**src/pkg/usbr_regs.vh**
```
// Register map, field positions, reset values and timing counts of the serial bridge
`ifndef USBR_REGS_VH
`define USBR_REGS_VH

// ----------------------------------------
// Register offsets (byte addresses)
// ----------------------------------------
`define USBR_ADDR_W 4
`define USBR_OFS_CTRL 4'h0
`define USBR_OFS_BAUD 4'h4
`define USBR_OFS_STATUS 4'h8
`define USBR_OFS_TXDATA 4'hc

// ----------------------------------------
// Control fields
// ----------------------------------------
`define USBR_CTRL_DTR 0
`define USBR_CTRL_PAR_LO 1
`define USBR_CTRL_PAR_HI 2
`define USBR_CTRL_STOP2 3
`define USBR_CTRL_IFEN 4
`define USBR_CTRL_BOOT 5
`define USBR_CTRL_PROG 6
`define USBR_CTRL_DND_OK 7
`define USBR_CTRL_DND_FAIL 8
`define USBR_CTRL_PFAULT 9
`define USBR_CTRL_SLEEP 10
`define USBR_CTRL_W 11
`define USBR_CTRL_RST 11'h000

// ----------------------------------------
// Parity encodings
// ----------------------------------------
`define USBR_PAR_NONE 2'h0
`define USBR_PAR_ODD 2'h1
`define USBR_PAR_EVEN 2'h2

// ----------------------------------------
// Status fields
// ----------------------------------------
`define USBR_ST_RXVALID 0
`define USBR_ST_TXBUSY 1
`define USBR_ST_PERR 2
`define USBR_ST_FERR 3
`define USBR_ST_OVR 4
`define USBR_ST_RXDATA_LO 8

// ----------------------------------------
// Baud limits and timing
// ----------------------------------------
`define USBR_CLK_HZ 200000000
`define USBR_BAUD_MIN_BPS 1200
`define USBR_BAUD_MAX_BPS 500000
`define USBR_BAUD_RST 32'd9600
`define USBR_SLOW_HZ 1
`define USBR_FAST_HZ 5
`define USBR_DND_SEC 2
`define USBR_SLOW_HALF (`USBR_CLK_HZ / (2 * `USBR_SLOW_HZ))
`define USBR_FAST_HALF (`USBR_CLK_HZ / (2 * `USBR_FAST_HZ))
`define USBR_DND_CYC (`USBR_CLK_HZ * `USBR_DND_SEC)

`endif

```
**src/design/usbr_bridge.v**
```verilog
// Serial bridge: register slave, clamped baud generator, UART transmitter/receiver, status LED
//
// Design decisions made here: the Avalon-MM register port and the register offsets.
`timescale 1ns/100ps
`include "usbr_regs.vh"

module usbr_bridge (
    // Clock and reset
    input wire core_clk,
    input wire reset_n,
    // Avalon-MM slave
    input wire [`USBR_ADDR_W-1:0] avs_address,
    input wire avs_read,
    input wire avs_write,
    input wire [31:0] avs_writedata,
    output reg [31:0] avs_readdata,
    output wire avs_waitrequest,
    // UART pins
    output wire uart_tx_o,
    output wire uart_tx_oe_n,
    input wire uart_rx_i,
    // Level shifter and LED
    output reg shifter_en,
    output reg power_status_led
);

    // ----------------------------------------
    // Register bus
    // ----------------------------------------
    reg [`USBR_CTRL_W-1:0] ctrl_ff;
    reg [31:0] baud_ff;
    reg [31:0] div_ff;
    reg ack_ff;
    reg [7:0] rx_data_ff;
    reg rx_valid_ff;
    reg perr_ff;
    reg ferr_ff;
    reg ovr_ff;
    reg [7:0] tx_hold_ff;
    reg tx_pend_ff;
    reg tx_busy_ff;
    reg dtr_q_ff;
    wire dtr = ctrl_ff[`USBR_CTRL_DTR];
    wire [1:0] par_mode = ctrl_ff[`USBR_CTRL_PAR_HI:`USBR_CTRL_PAR_LO];
    wire acc = (avs_read | avs_write) & ~ack_ff;
    wire wr_ctrl = acc & avs_write & (avs_address == `USBR_OFS_CTRL);
    wire wr_baud = acc & avs_write & (avs_address == `USBR_OFS_BAUD);
    wire wr_tx = acc & avs_write & (avs_address == `USBR_OFS_TXDATA);
    wire rd_stat = acc & avs_read & (avs_address == `USBR_OFS_STATUS);
    wire rx_done;
    wire [7:0] rx_byte;
    wire rx_perr;
    wire rx_ferr;
    wire tx_take;

    assign avs_waitrequest = (avs_read | avs_write) & ~ack_ff;

    // ----------------------------------------
    // Clamped baud and divider
    // ----------------------------------------
    wire [31:0] baud_clamp = (avs_writedata < `USBR_BAUD_MIN_BPS) ? `USBR_BAUD_MIN_BPS :
        (avs_writedata > `USBR_BAUD_MAX_BPS) ? `USBR_BAUD_MAX_BPS : avs_writedata;

    always @(posedge core_clk) begin
        if (!reset_n) begin
            ctrl_ff <= `USBR_CTRL_RST;
            baud_ff <= `USBR_BAUD_RST;
            div_ff <= `USBR_CLK_HZ / `USBR_BAUD_RST;
            ack_ff <= 1'b0;
            avs_readdata <= 32'h0;
            tx_hold_ff <= 8'h00;
            tx_pend_ff <= 1'b0;
            dtr_q_ff <= 1'b0;
            shifter_en <= 1'b0;
        end else begin
            ack_ff <= acc;
            dtr_q_ff <= dtr;
            if (wr_ctrl) begin
                ctrl_ff <= avs_writedata[`USBR_CTRL_W-1:0];
            end
            if (wr_baud) begin
                baud_ff <= baud_clamp;
                div_ff <= `USBR_CLK_HZ / baud_clamp;
            end
            if (dtr) begin
                shifter_en <= 1'b1;
            end
            if (tx_take) begin
                tx_pend_ff <= 1'b0;
            end
            if (wr_tx && dtr && !tx_pend_ff) begin
                tx_hold_ff <= avs_writedata[7:0];
                tx_pend_ff <= 1'b1;
            end
            if (acc && avs_read) begin
                case (avs_address)
                    `USBR_OFS_CTRL: avs_readdata <= {{(32-`USBR_CTRL_W){1'b0}}, ctrl_ff};
                    `USBR_OFS_BAUD: avs_readdata <= baud_ff;
                    `USBR_OFS_STATUS: avs_readdata <= {16'h0, rx_data_ff, 3'h0, ovr_ff, ferr_ff, perr_ff,
                        tx_busy_ff | tx_pend_ff, rx_valid_ff};
                    default: avs_readdata <= 32'h0;
                endcase
            end
        end
    end

    // ----------------------------------------
    // Receive status (set wins over read clear)
    // ----------------------------------------
    always @(posedge core_clk) begin
        if (!reset_n) begin
            rx_data_ff <= 8'h00;
            rx_valid_ff <= 1'b0;
            perr_ff <= 1'b0;
            ferr_ff <= 1'b0;
            ovr_ff <= 1'b0;
        end else if (rx_done && dtr) begin
            rx_data_ff <= rx_byte;
            rx_valid_ff <= 1'b1;
            perr_ff <= rx_perr;
            ferr_ff <= rx_ferr;
            ovr_ff <= rx_valid_ff & ~rd_stat;
        end else if (rd_stat) begin
            rx_valid_ff <= 1'b0;
            perr_ff <= 1'b0;
            ferr_ff <= 1'b0;
            ovr_ff <= 1'b0;
        end
    end

    // ----------------------------------------
    // Transmitter
    // ----------------------------------------
    localparam TX_IDLE = 3'b001;
    localparam TX_SHIFT = 3'b010;
    localparam TX_STOP = 3'b100;
    reg [2:0] tx_st_ff;
    reg [31:0] tx_cnt_ff;
    reg [3:0] tx_bit_ff;
    reg [9:0] tx_sh_ff;
    reg tx_line_ff;
    reg tx_drive_ff;
    wire tx_par = ^tx_hold_ff ^ (par_mode == `USBR_PAR_ODD);
    wire [3:0] tx_nbits = (par_mode == `USBR_PAR_NONE) ? 4'd9 : 4'd10;
    assign tx_take = (tx_st_ff == TX_IDLE) & tx_pend_ff;

    always @(posedge core_clk) begin
        if (!reset_n) begin
            tx_st_ff <= TX_IDLE;
            tx_cnt_ff <= 32'h0;
            tx_bit_ff <= 4'h0;
            tx_sh_ff <= 10'h3ff;
            tx_line_ff <= 1'b1;
            tx_busy_ff <= 1'b0;
            tx_drive_ff <= 1'b0;
        end else begin
            if (ctrl_ff[`USBR_CTRL_IFEN]) begin
                tx_drive_ff <= 1'b1;
            end
            case (tx_st_ff)
                TX_IDLE: begin
                    tx_line_ff <= 1'b1;
                    if (tx_pend_ff) begin
                        tx_sh_ff <= {tx_par, tx_hold_ff, 1'b0};
                        tx_cnt_ff <= div_ff;
                        tx_bit_ff <= 4'h0;
                        tx_busy_ff <= 1'b1;
                        tx_st_ff <= TX_SHIFT;
                    end
                end
                TX_SHIFT: begin
                    tx_line_ff <= tx_sh_ff[0];
                    if (tx_cnt_ff <= 32'h1) begin
                        tx_cnt_ff <= div_ff;
                        tx_sh_ff <= {1'b1, tx_sh_ff[9:1]};
                        tx_bit_ff <= tx_bit_ff + 4'h1;
                        if (tx_bit_ff == tx_nbits - 4'h1) begin
                            tx_bit_ff <= 4'h0;
                            tx_st_ff <= TX_STOP;
                        end
                    end else begin
                        tx_cnt_ff <= tx_cnt_ff - 32'h1;
                    end
                end
                TX_STOP: begin
                    tx_line_ff <= 1'b1;
                    if (tx_cnt_ff <= 32'h1) begin
                        tx_cnt_ff <= div_ff;
                        tx_bit_ff <= tx_bit_ff + 4'h1;
                        if (tx_bit_ff == {3'h0, ctrl_ff[`USBR_CTRL_STOP2]}) begin
                            tx_busy_ff <= 1'b0;
                            tx_st_ff <= TX_IDLE;
                        end
                    end else begin
                        tx_cnt_ff <= tx_cnt_ff - 32'h1;
                    end
                end
                default: tx_st_ff <= TX_IDLE;
            endcase
        end
    end

    // ----------------------------------------
    // Transmit pin
    // ----------------------------------------
    // No RTS/CTS exist on this block
    assign uart_tx_o = tx_line_ff;
    assign uart_tx_oe_n = ~tx_drive_ff;

    // ----------------------------------------
    // Receive pin synchroniser
    // ----------------------------------------
    reg [2:0] rx_sync_ff;
    reg rx_in_ff;
    always @(posedge core_clk) begin
        if (!reset_n) begin
            rx_sync_ff <= 3'b111;
            rx_in_ff <= 1'b1;
        end else begin
            rx_sync_ff <= {rx_sync_ff[1:0], uart_rx_i};
            if (rx_sync_ff[1] == rx_sync_ff[2]) begin
                rx_in_ff <= rx_sync_ff[2];
            end
        end
    end

    // ----------------------------------------
    // Receive frame
    // ----------------------------------------
    localparam RX_IDLE = 3'b001;
    localparam RX_DATA = 3'b010;
    localparam RX_STOP = 3'b100;
    reg [2:0] rx_st_ff;
    reg [31:0] rx_cnt_ff;
    reg [3:0] rx_bit_ff;
    reg [8:0] rx_sh_ff;
    reg rx_done_ff;
    reg rx_perr_ff;
    reg rx_ferr_ff;
    wire [3:0] rx_nbits = (par_mode == `USBR_PAR_NONE) ? 4'd9 : 4'd10;
    assign rx_done = rx_done_ff;
    assign rx_byte = (par_mode == `USBR_PAR_NONE) ? rx_sh_ff[8:1] : rx_sh_ff[7:0];
    assign rx_perr = rx_perr_ff;
    assign rx_ferr = rx_ferr_ff;

    always @(posedge core_clk) begin
        if (!reset_n) begin
            rx_st_ff <= RX_IDLE;
            rx_cnt_ff <= 32'h0;
            rx_bit_ff <= 4'h0;
            rx_sh_ff <= 9'h0;
            rx_done_ff <= 1'b0;
            rx_perr_ff <= 1'b0;
            rx_ferr_ff <= 1'b0;
        end else begin
            rx_done_ff <= 1'b0;
            case (rx_st_ff)
                RX_IDLE: begin
                    if (!rx_in_ff) begin
                        rx_cnt_ff <= {1'b0, div_ff[31:1]}; // Mid-bit of start
                        rx_bit_ff <= 4'h0;
                        rx_st_ff <= RX_DATA;
                    end
                end
                RX_DATA: begin
                    if (rx_cnt_ff <= 32'h1) begin
                        rx_cnt_ff <= div_ff;
                        rx_bit_ff <= rx_bit_ff + 4'h1;
                        if (rx_bit_ff == 4'h0) begin
                            if (rx_in_ff) begin
                                rx_st_ff <= RX_IDLE; // False start
                            end
                        end else begin
                            rx_sh_ff <= {rx_in_ff, rx_sh_ff[8:1]};
                        end
                        if (rx_bit_ff == rx_nbits - 4'h1) begin
                            rx_st_ff <= RX_STOP;
                        end
                    end else begin
                        rx_cnt_ff <= rx_cnt_ff - 32'h1;
                    end
                end
                RX_STOP: begin
                    if (rx_cnt_ff <= 32'h1) begin
                        // Only the first stop bit is checked; a second one reads as idle
                        rx_done_ff <= 1'b1;
                        rx_ferr_ff <= ~rx_in_ff;
                        rx_perr_ff <= (par_mode != `USBR_PAR_NONE) &
                            (^rx_sh_ff ^ (par_mode == `USBR_PAR_ODD));
                        rx_st_ff <= RX_IDLE;
                    end else begin
                        rx_cnt_ff <= rx_cnt_ff - 32'h1;
                    end
                end
                default: rx_st_ff <= RX_IDLE;
            endcase
        end
    end

    // ----------------------------------------
    // Power/status LED
    // ----------------------------------------
    reg [31:0] slow_cnt_ff;
    reg [31:0] fast_cnt_ff;
    reg slow_ff;
    reg fast_ff;
    reg [31:0] dnd_cnt_ff;
    reg dnd_fail_ff;
    reg [1:0] dnd_q_ff;
    wire dnd_ok_rise = ctrl_ff[`USBR_CTRL_DND_OK] & ~dnd_q_ff[0];
    wire dnd_fail_rise = ctrl_ff[`USBR_CTRL_DND_FAIL] & ~dnd_q_ff[1];

    always @(posedge core_clk) begin
        if (!reset_n) begin
            slow_cnt_ff <= 32'h0;
            fast_cnt_ff <= 32'h0;
            slow_ff <= 1'b0;
            fast_ff <= 1'b0;
            dnd_cnt_ff <= 32'h0;
            dnd_fail_ff <= 1'b0;
            dnd_q_ff <= 2'b00;
            power_status_led <= 1'b0;
        end else begin
            dnd_q_ff <= {ctrl_ff[`USBR_CTRL_DND_FAIL], ctrl_ff[`USBR_CTRL_DND_OK]};
            slow_cnt_ff <= slow_cnt_ff + 32'h1;
            if (slow_cnt_ff >= `USBR_SLOW_HALF - 1) begin
                slow_cnt_ff <= 32'h0;
                slow_ff <= ~slow_ff;
            end
            fast_cnt_ff <= fast_cnt_ff + 32'h1;
            if (fast_cnt_ff >= `USBR_FAST_HALF - 1) begin
                fast_cnt_ff <= 32'h0;
                fast_ff <= ~fast_ff;
            end
            if (dnd_ok_rise || dnd_fail_rise) begin
                dnd_cnt_ff <= `USBR_DND_CYC;
                dnd_fail_ff <= dnd_fail_rise;
            end else if (dnd_cnt_ff != 32'h0) begin
                dnd_cnt_ff <= dnd_cnt_ff - 32'h1;
            end
            if (ctrl_ff[`USBR_CTRL_SLEEP]) begin
                power_status_led <= 1'b0;
            end else if (ctrl_ff[`USBR_CTRL_PFAULT]) begin
                power_status_led <= fast_ff;
            end else if (dnd_cnt_ff != 32'h0) begin
                power_status_led <= dnd_fail_ff ? fast_ff : slow_ff;
            end else if (ctrl_ff[`USBR_CTRL_PROG] || ctrl_ff[`USBR_CTRL_BOOT]) begin
                power_status_led <= slow_ff;
            end else begin
                power_status_led <= 1'b1;
            end
        end
    end

endmodule

```
**config.mk**
```make
export PLATFORM = sky130hd
export DESIGN_NAME = usbr_bridge
export DESIGN_NICKNAME = d
export VERILOG_FILES = /design/src/design/usbr_bridge.v
export VERILOG_INCLUDE_DIRS = /design/src /design/src/pkg
export SDC_FILE = /design/constraint.sdc
export NUM_CORES = 2
export LEC_CHECK = 0
export BUFFER_PORTS_ARGS = -buffer_cell sky130_fd_sc_hd__buf_2
export CAP_MARGIN = 20
export CORE_MARGIN = 2
export CORE_UTILIZATION = 52
export DETAILED_ROUTE_END_ITERATION = 7
export HOLD_SLACK_MARGIN = 0.12
export PLACE_DENSITY = 0.68
export SLEW_MARGIN = 20
export SYNTH_ARGS = -nofsm -noshare
export SYNTH_HDL_FRONTEND = slang
export SYNTH_SLANG_ARGS = --single-unit
```
**constraint.sdc**
```tcl
create_clock -name core_clk -period 72.6 [get_ports core_clk]
set_clock_uncertainty 0.05 [all_clocks]
set_input_delay 7.26 -clock core_clk [delete_from_list [all_inputs] [get_ports core_clk]]
set_output_delay 7.26 -clock core_clk [all_outputs]
set_load 0.05 [all_outputs]
```
; ---- Yosys cells after proc, flatten, opt, wreduce, memory -nomap -nowiden
; Index checks and enable logic that the tools add are counted.
; Widths: inputs -> output; s select.
[word_totals]
regBits = 339
latch_bits = 0
ramBits = 0
mem_bits_ro = 0
in_bits = 41
output_inout_bits = 37
n_memories = 0
[op_classes]
addsub = 8
n_mul = 0
div_mod_pow = 1
magnitude_cmp = 6
eq_ne = 25
shifts = 0
muxes = 55
n_bitwise = 26
reduce_logical = 41
[op_table]
columns = op, count
row1 = $mux 32, 7
row2 = $pmux 32 s3, 2
row3 = $sub 32x1->32 const B, 3
row4 = $add 32x1->32 const B, 2
row5 = $le 32x1->1 const B, 2
row6 = $pmux 32 s2, 1
row7 = $mux 29, 2
row8 = $mux 3, 11
row9 = $div 28x32->32 const A, 1
row10 = $ge 32x25->1 const B, 1
row11 = $ge 32x27->1 const B, 1
row12 = $gt 32x19->1 const B, 1
row13 = $lt 32x11->1 const B, 1
row14 = $reduce_bool 32->1, 1
row15 = $mux 4, 6
row16 = $mux 10, 2
row17 = $pmux 10 s2, 1
row18 = $ne 2x2->1 const B, 9
row19 = $pmux 3 s3, 2
row20 = $reduce_bool 2->1, 9
row21 = $mux 1, 15
row22 = $and 1x1->1, 12
row23 = $pmux 4 s3, 1
row24 = $reduce_and 3->1, 4
row25 = other kinds (31), 65

; ---- Longest topological paths before layout
[depth]
word_depth = 7
ltp_mapped = 294
depth_no_buf = 257

; ---- Worst setup path before layout
; No wires, ideal clock.
[synth_path]
path_kind = in2reg
startpoint = input port avs_writedata[27]
endpoint = register div_ff[0]
arrival_ns = 66.137
t_required_ns = 72.428
path_slack_ns = 6.291
stages = 274
path_cell_list = nor4_1 -> and4_1 -> buf_2 -> o221ai_4 -> buf_2 -> buf_2 -> clkbuf_1 -> clkbuf_1 -> nor3_1 -> ha_1 -> inv_1 -> o21bai_1 -> o221ai_1 -> a31oi_4 -> o21a_1 -> clkbuf_1 -> nand2_1 -> ha_1 -> [238 not listed] -> a21o_1 -> clkbuf_1 -> clkbuf_1 -> a221o_1 -> ha_1 -> a21o_1 -> a21oi_1 -> nor2b_1 -> o21ai_0 -> nand2b_1 -> a21oi_1 -> nor2b_1 -> o21ai_0 -> nand2b_1 -> a221o_1 -> a21oi_1 -> o21ai_0 -> o32a_1
[synth_via]
elab_chain_cells = 4
word_cells_on_any_way = 5
classes_between = div: 1 / order compare: 2 / mux: 2
[synth_rtl]
columns = item, line_no
row1 = from (decl), usbr_bridge.v:15  ; input wire [31:0] avs_writedata,
row2 = $gt 32x19->1 (no line), n/a
row3 = $mux 32, usbr_bridge.v:62  ; (avs_writedata > `USBR_BAUD_MAX_BPS) ? `USBR_BAUD_MAX_BPS : avs_writedata;
row4 = $mux 32 *, usbr_bridge.v:61  ; wire [31:0] baud_clamp = (avs_writedata < `USBR_BAUD_MIN_BPS) ? `USBR_BAUD_MIN_BPS :
row5 = $div 28x32->32 (no line) *, n/a
row6 = to (signal assigned), usbr_bridge.v:68  ; div_ff <= `USBR_CLK_HZ / `USBR_BAUD_RST;
row7 = to (signal assigned), usbr_bridge.v:83  ; div_ff <= `USBR_CLK_HZ / baud_clamp;
row8 = to (decl), usbr_bridge.v:32  ; reg [31:0] div_ff;
; Mark *: on every way between the ends. The rest lies on a longest branch, timed or not.
; A chain may end at the register's enable or synchronous reset.

; ---- Worst setup path in the final report
[layout_path]
startpoint = input port avs_writedata[17]
endpoint = register div_ff[0]
; The elaborated chain is that of the path after synthesis.

==> out/qor.txt <==
Status -> complete, but fails checks
Violated checks -> design-rule violations
Fin worst setup slack -> 3910 ps
Total wire length -> 165 mm
Combinational power share -> 0.618
Post-synthesis sequential area ratio -> 0.155
Kind of critical path -> input port to flop
Die height -> 294 microns
Int Power -> 0.585 mW
Pre-CTS WS -> 1860 ps
CTS HTree Levels -> 2
Hpwl dp -> 125 mm
Count of cell types in the netlist -> 98
Xor/xnor cell area share of the yosys netlist -> 0.0810
Largest net degree at the start of global routing -> 110
First-pass GRT wire length -> 252 mm
Avg Vias per Cell -> 6.52
WL/cell -> 22.4 microns
Number of global-route vias before repair -> 43754
Share of layout cells above drive strength 1 -> 0.0704
Final setup fails -> 0
Non-filler cells, final -> 7346
Tot Pwr -> 1.07 mW
Synth warn -> 0
Root Buffer -> clkbuf_16
Placed cells -> 7274
Largest stage delay on the critical path -> 740 ps
Clk_lat worst skew -> 590 ps
Slew HR -> 0.216
Max-cap violation count -> 0
Top cell by count, worst path -> a21o_1
Core footprint -> 83400 sq um
Vias post-DR -> 47918
Data arrival, critical path -> 69090 ps
Synth Flop Type -> dfxtp_1
Initial antenna violation count -> 3
Drt first-iter violations -> 4800
Total global routing overflow -> 0
P per Cell Area -> 22.7 nW/um^2
Adder-Cell Fraction of Synth Area -> 0.132
Tmin final -> 68690 ps
CP endpoint kind -> flop
Switch share -> 0.454
NetSw -> 0.487 mW
Clock power share -> 0.185
CTS tree -> built
Total track usage -> 0.367
Worst-Margin Slew -> 1170 ps
#FFs+latches synth -> 339
Mux cell area share after synthesis -> 0.0337
Ports -> 78
HP Class -> flop to flop
Fin. max-slew vios -> 0
Leakage -> 20.2 nW
Slowest cell on crit path -> o41ai_1
Initial cell density of the core -> 0.523
TritonCTS buffer count -> 38
Simple-Gate Fraction of Synth Area -> 0.249
Peak supply drop -> 0.0426 mV
Syn Area/Cell -> 7.09 sq um
# DRC -> 4
P&R area growth vs syn -> 8.01%
Initial DRT Pass Iterations -> 8
Crit start category -> input port
Row count -> 106
Asr flop ratio synth -> 0
Compound-Gate Fraction of Synth Area -> 0.313
Fin nets -> 6739
Maximum clock frequency -> 14.6 MHz
Netlist Area Pre-Place -> 43700 sq um
Setup TNS -> 0 ps
Fin. Hold Viols -> 0
Port buffer count -> 77
Reg power frac -> 0.197
Largest family of logic cells by synthesized area -> compound AO/OA/AOI/OAI gates
Maximum clock insertion buffer count -> 3
EDFF count, synth -> 0
Crit path max fanout -> 27
Final Cycle Share -> 0.946
Critical path required time -> 73000 ps
Post-Synthesis Cells -> 6161
Die area -> 86300 sq um
Die Wd -> 294 microns
Post-DRT Antenna Nets -> 0
GP Congestion -> 1.08
Clock sink count -> 339
Clk slew on worst S/H paths -> 70 ps
metal layers:
| metal | wire (microns) | GRT usage | up-vias |
|---|---|---|---|
| met4 | 9750 | 0.190 | 0 |
| met5 | 0 | 0 | - |
| met1 | 69100 | 0.491 | 22203 |
| met3 | 16700 | 0.0582 | 511 |
| met2 | 69200 | 0.570 | 2351 |
| li1 | - | - | 22853 |
power by group through the flow:
stage	combinational [mW]	sequential [mW]	clock [mW]
finish	0.663	0.211	0.198
global route	0.729	0.213	0.209
CTS	0.648	0.211	0.202
detailed placement	0.644	0.215	0
global placement	0.636	0.215	0
floorplan	0.495	0.212	0
registers in the layout (all words and copies together), names as in the netlist, 4 cells and up:
name and count:
ctrl_ff 11, dnd_cnt_ff 32, tx_cnt_ff 32, rx_data_ff 8, baud_ff 32, rx_bit_ff 4, avs_readdata 32, fast_cnt_ff 32
rx_cnt_ff 32, tx_bit_ff 4, slow_cnt_ff 32, tx_sh_ff 10, div_ff 32, tx_hold_ff 8, rx_sh_ff 9
worst max-delay path: cells and delay by family:
family,cells,cell delay (ps)
buffers and inverters,14,3370
xor gates and xnor gates,1,190
and+or+nand+nor,68,14010
AOI/OAI and AO/OA,136,35470
muxes,3,1190
adders and majority gates,22,7450
layout make-up:
class	instances	area, sq um
Timing Repair Buffer	168	1070
Tap cell	1080	1350
Clock inverter	14	153
Multi-Input combinational cell	5523	36100
Clock buffer	53	1110
Inverter	168	636
Fill cell	8210	36300
Antenna cell	1	2.50
Sequential cell	339	6790
Yosys cell counts (55+ instances only):
master | count | area share
xnor2_1 | 240 | 0.048
a21o_1 | 244 | 0.042
mux2_2 | 69 | 0.018
a22oi_1 | 74 | 0.013
mux2i_1 | 68 | 0.016
nand2b_1 | 88 | 0.013
and3_1 | 95 | 0.014
o211ai_1 | 65 | 0.011
nor2b_1 | 62 | 0.0089
nor2_1 | 753 | 0.065
dfxtp_1 | 339 | 0.16
a211oi_1 | 85 | 0.015
nand2_1 | 675 | 0.058
nand3_1 | 146 | 0.017
ha_1 | 460 | 0.13
a31oi_1 | 88 | 0.013
clkbuf_1 | 209 | 0.018
o21bai_1 | 55 | 0.0095
o21a_1 | 93 | 0.016
xor2_1 | 164 | 0.033
nand4_1 | 56 | 0.0080
inv_1 | 166 | 0.014
o21ai_0 | 416 | 0.048
or3_1 | 75 | 0.011
a21oi_1 | 520 | 0.060
nor3_1 | 159 | 0.018
path summary, 6_finish.rpt:
kind	endpoint	slack, ps	from	cells past startpoint
hold reg to reg	rx_sync_ff[1]	390	rx_sync_ff[0]	1
hold / removal	rx_sync_ff[1]	390	rx_sync_ff[0]	1
setup / recovery	div_ff[0]	3910	avs_writedata[17]	244
setup reg to reg	tx_bit_ff[3]	68700	tx_cnt_ff[20]	10
cells in the final DEF, fill, tap and decap left out, types with 54 or more instances in the layout:
cell	n
mux2i_1	68
a211oi_1	84
a21o_1	244
inv_1	166
mux2_2	69
and3_1	95
xor2_1	164
nor2b_1	62
ha_1	460
nand2_1	671
o21a_1	89
nor3_1	155
xnor2_1	240
or3_1	75
nand3_1	145
conb_1	113
buf_4	91
o21ai_0	410
o21bai_1	54
a31oi_1	85
a21oi_1	516
dfxtp_1	339
nor2_1	743
buf_2	77
a22oi_1	74
nand2b_1	88
o211ai_1	65
nand4_1	56
through the flow:
stage | area, sq um | utilization | hold WS [ps]
finish | 47200 | 0.565 | 387
global route | 47200 | 0.565 | 402
CTS | 47000 | 0.564 | 392
detailed placement | 45800 | 0.548 | 359
global placement | 45700 | 0.548 | 355
floorplan | 44100 | - | 336
logic make-up (layout without fill, tap and decap cells):
group,count (synthesis),after routing
other cells,2,114
fa+ha+maj,460,460
xor+xnor,404,404
buf+inv,412,403
simple gates,2335,2336
mux,138,138
flops,339,339
compound gates,2071,2072
what timing repair did:
item	CTS	global route
setup endpoints to repair	0	2
hold buffers	0	0
buffers inserted	0	2
gates resized for setup	0	29
No activity file was read; power rests on OpenSTA's default activity.
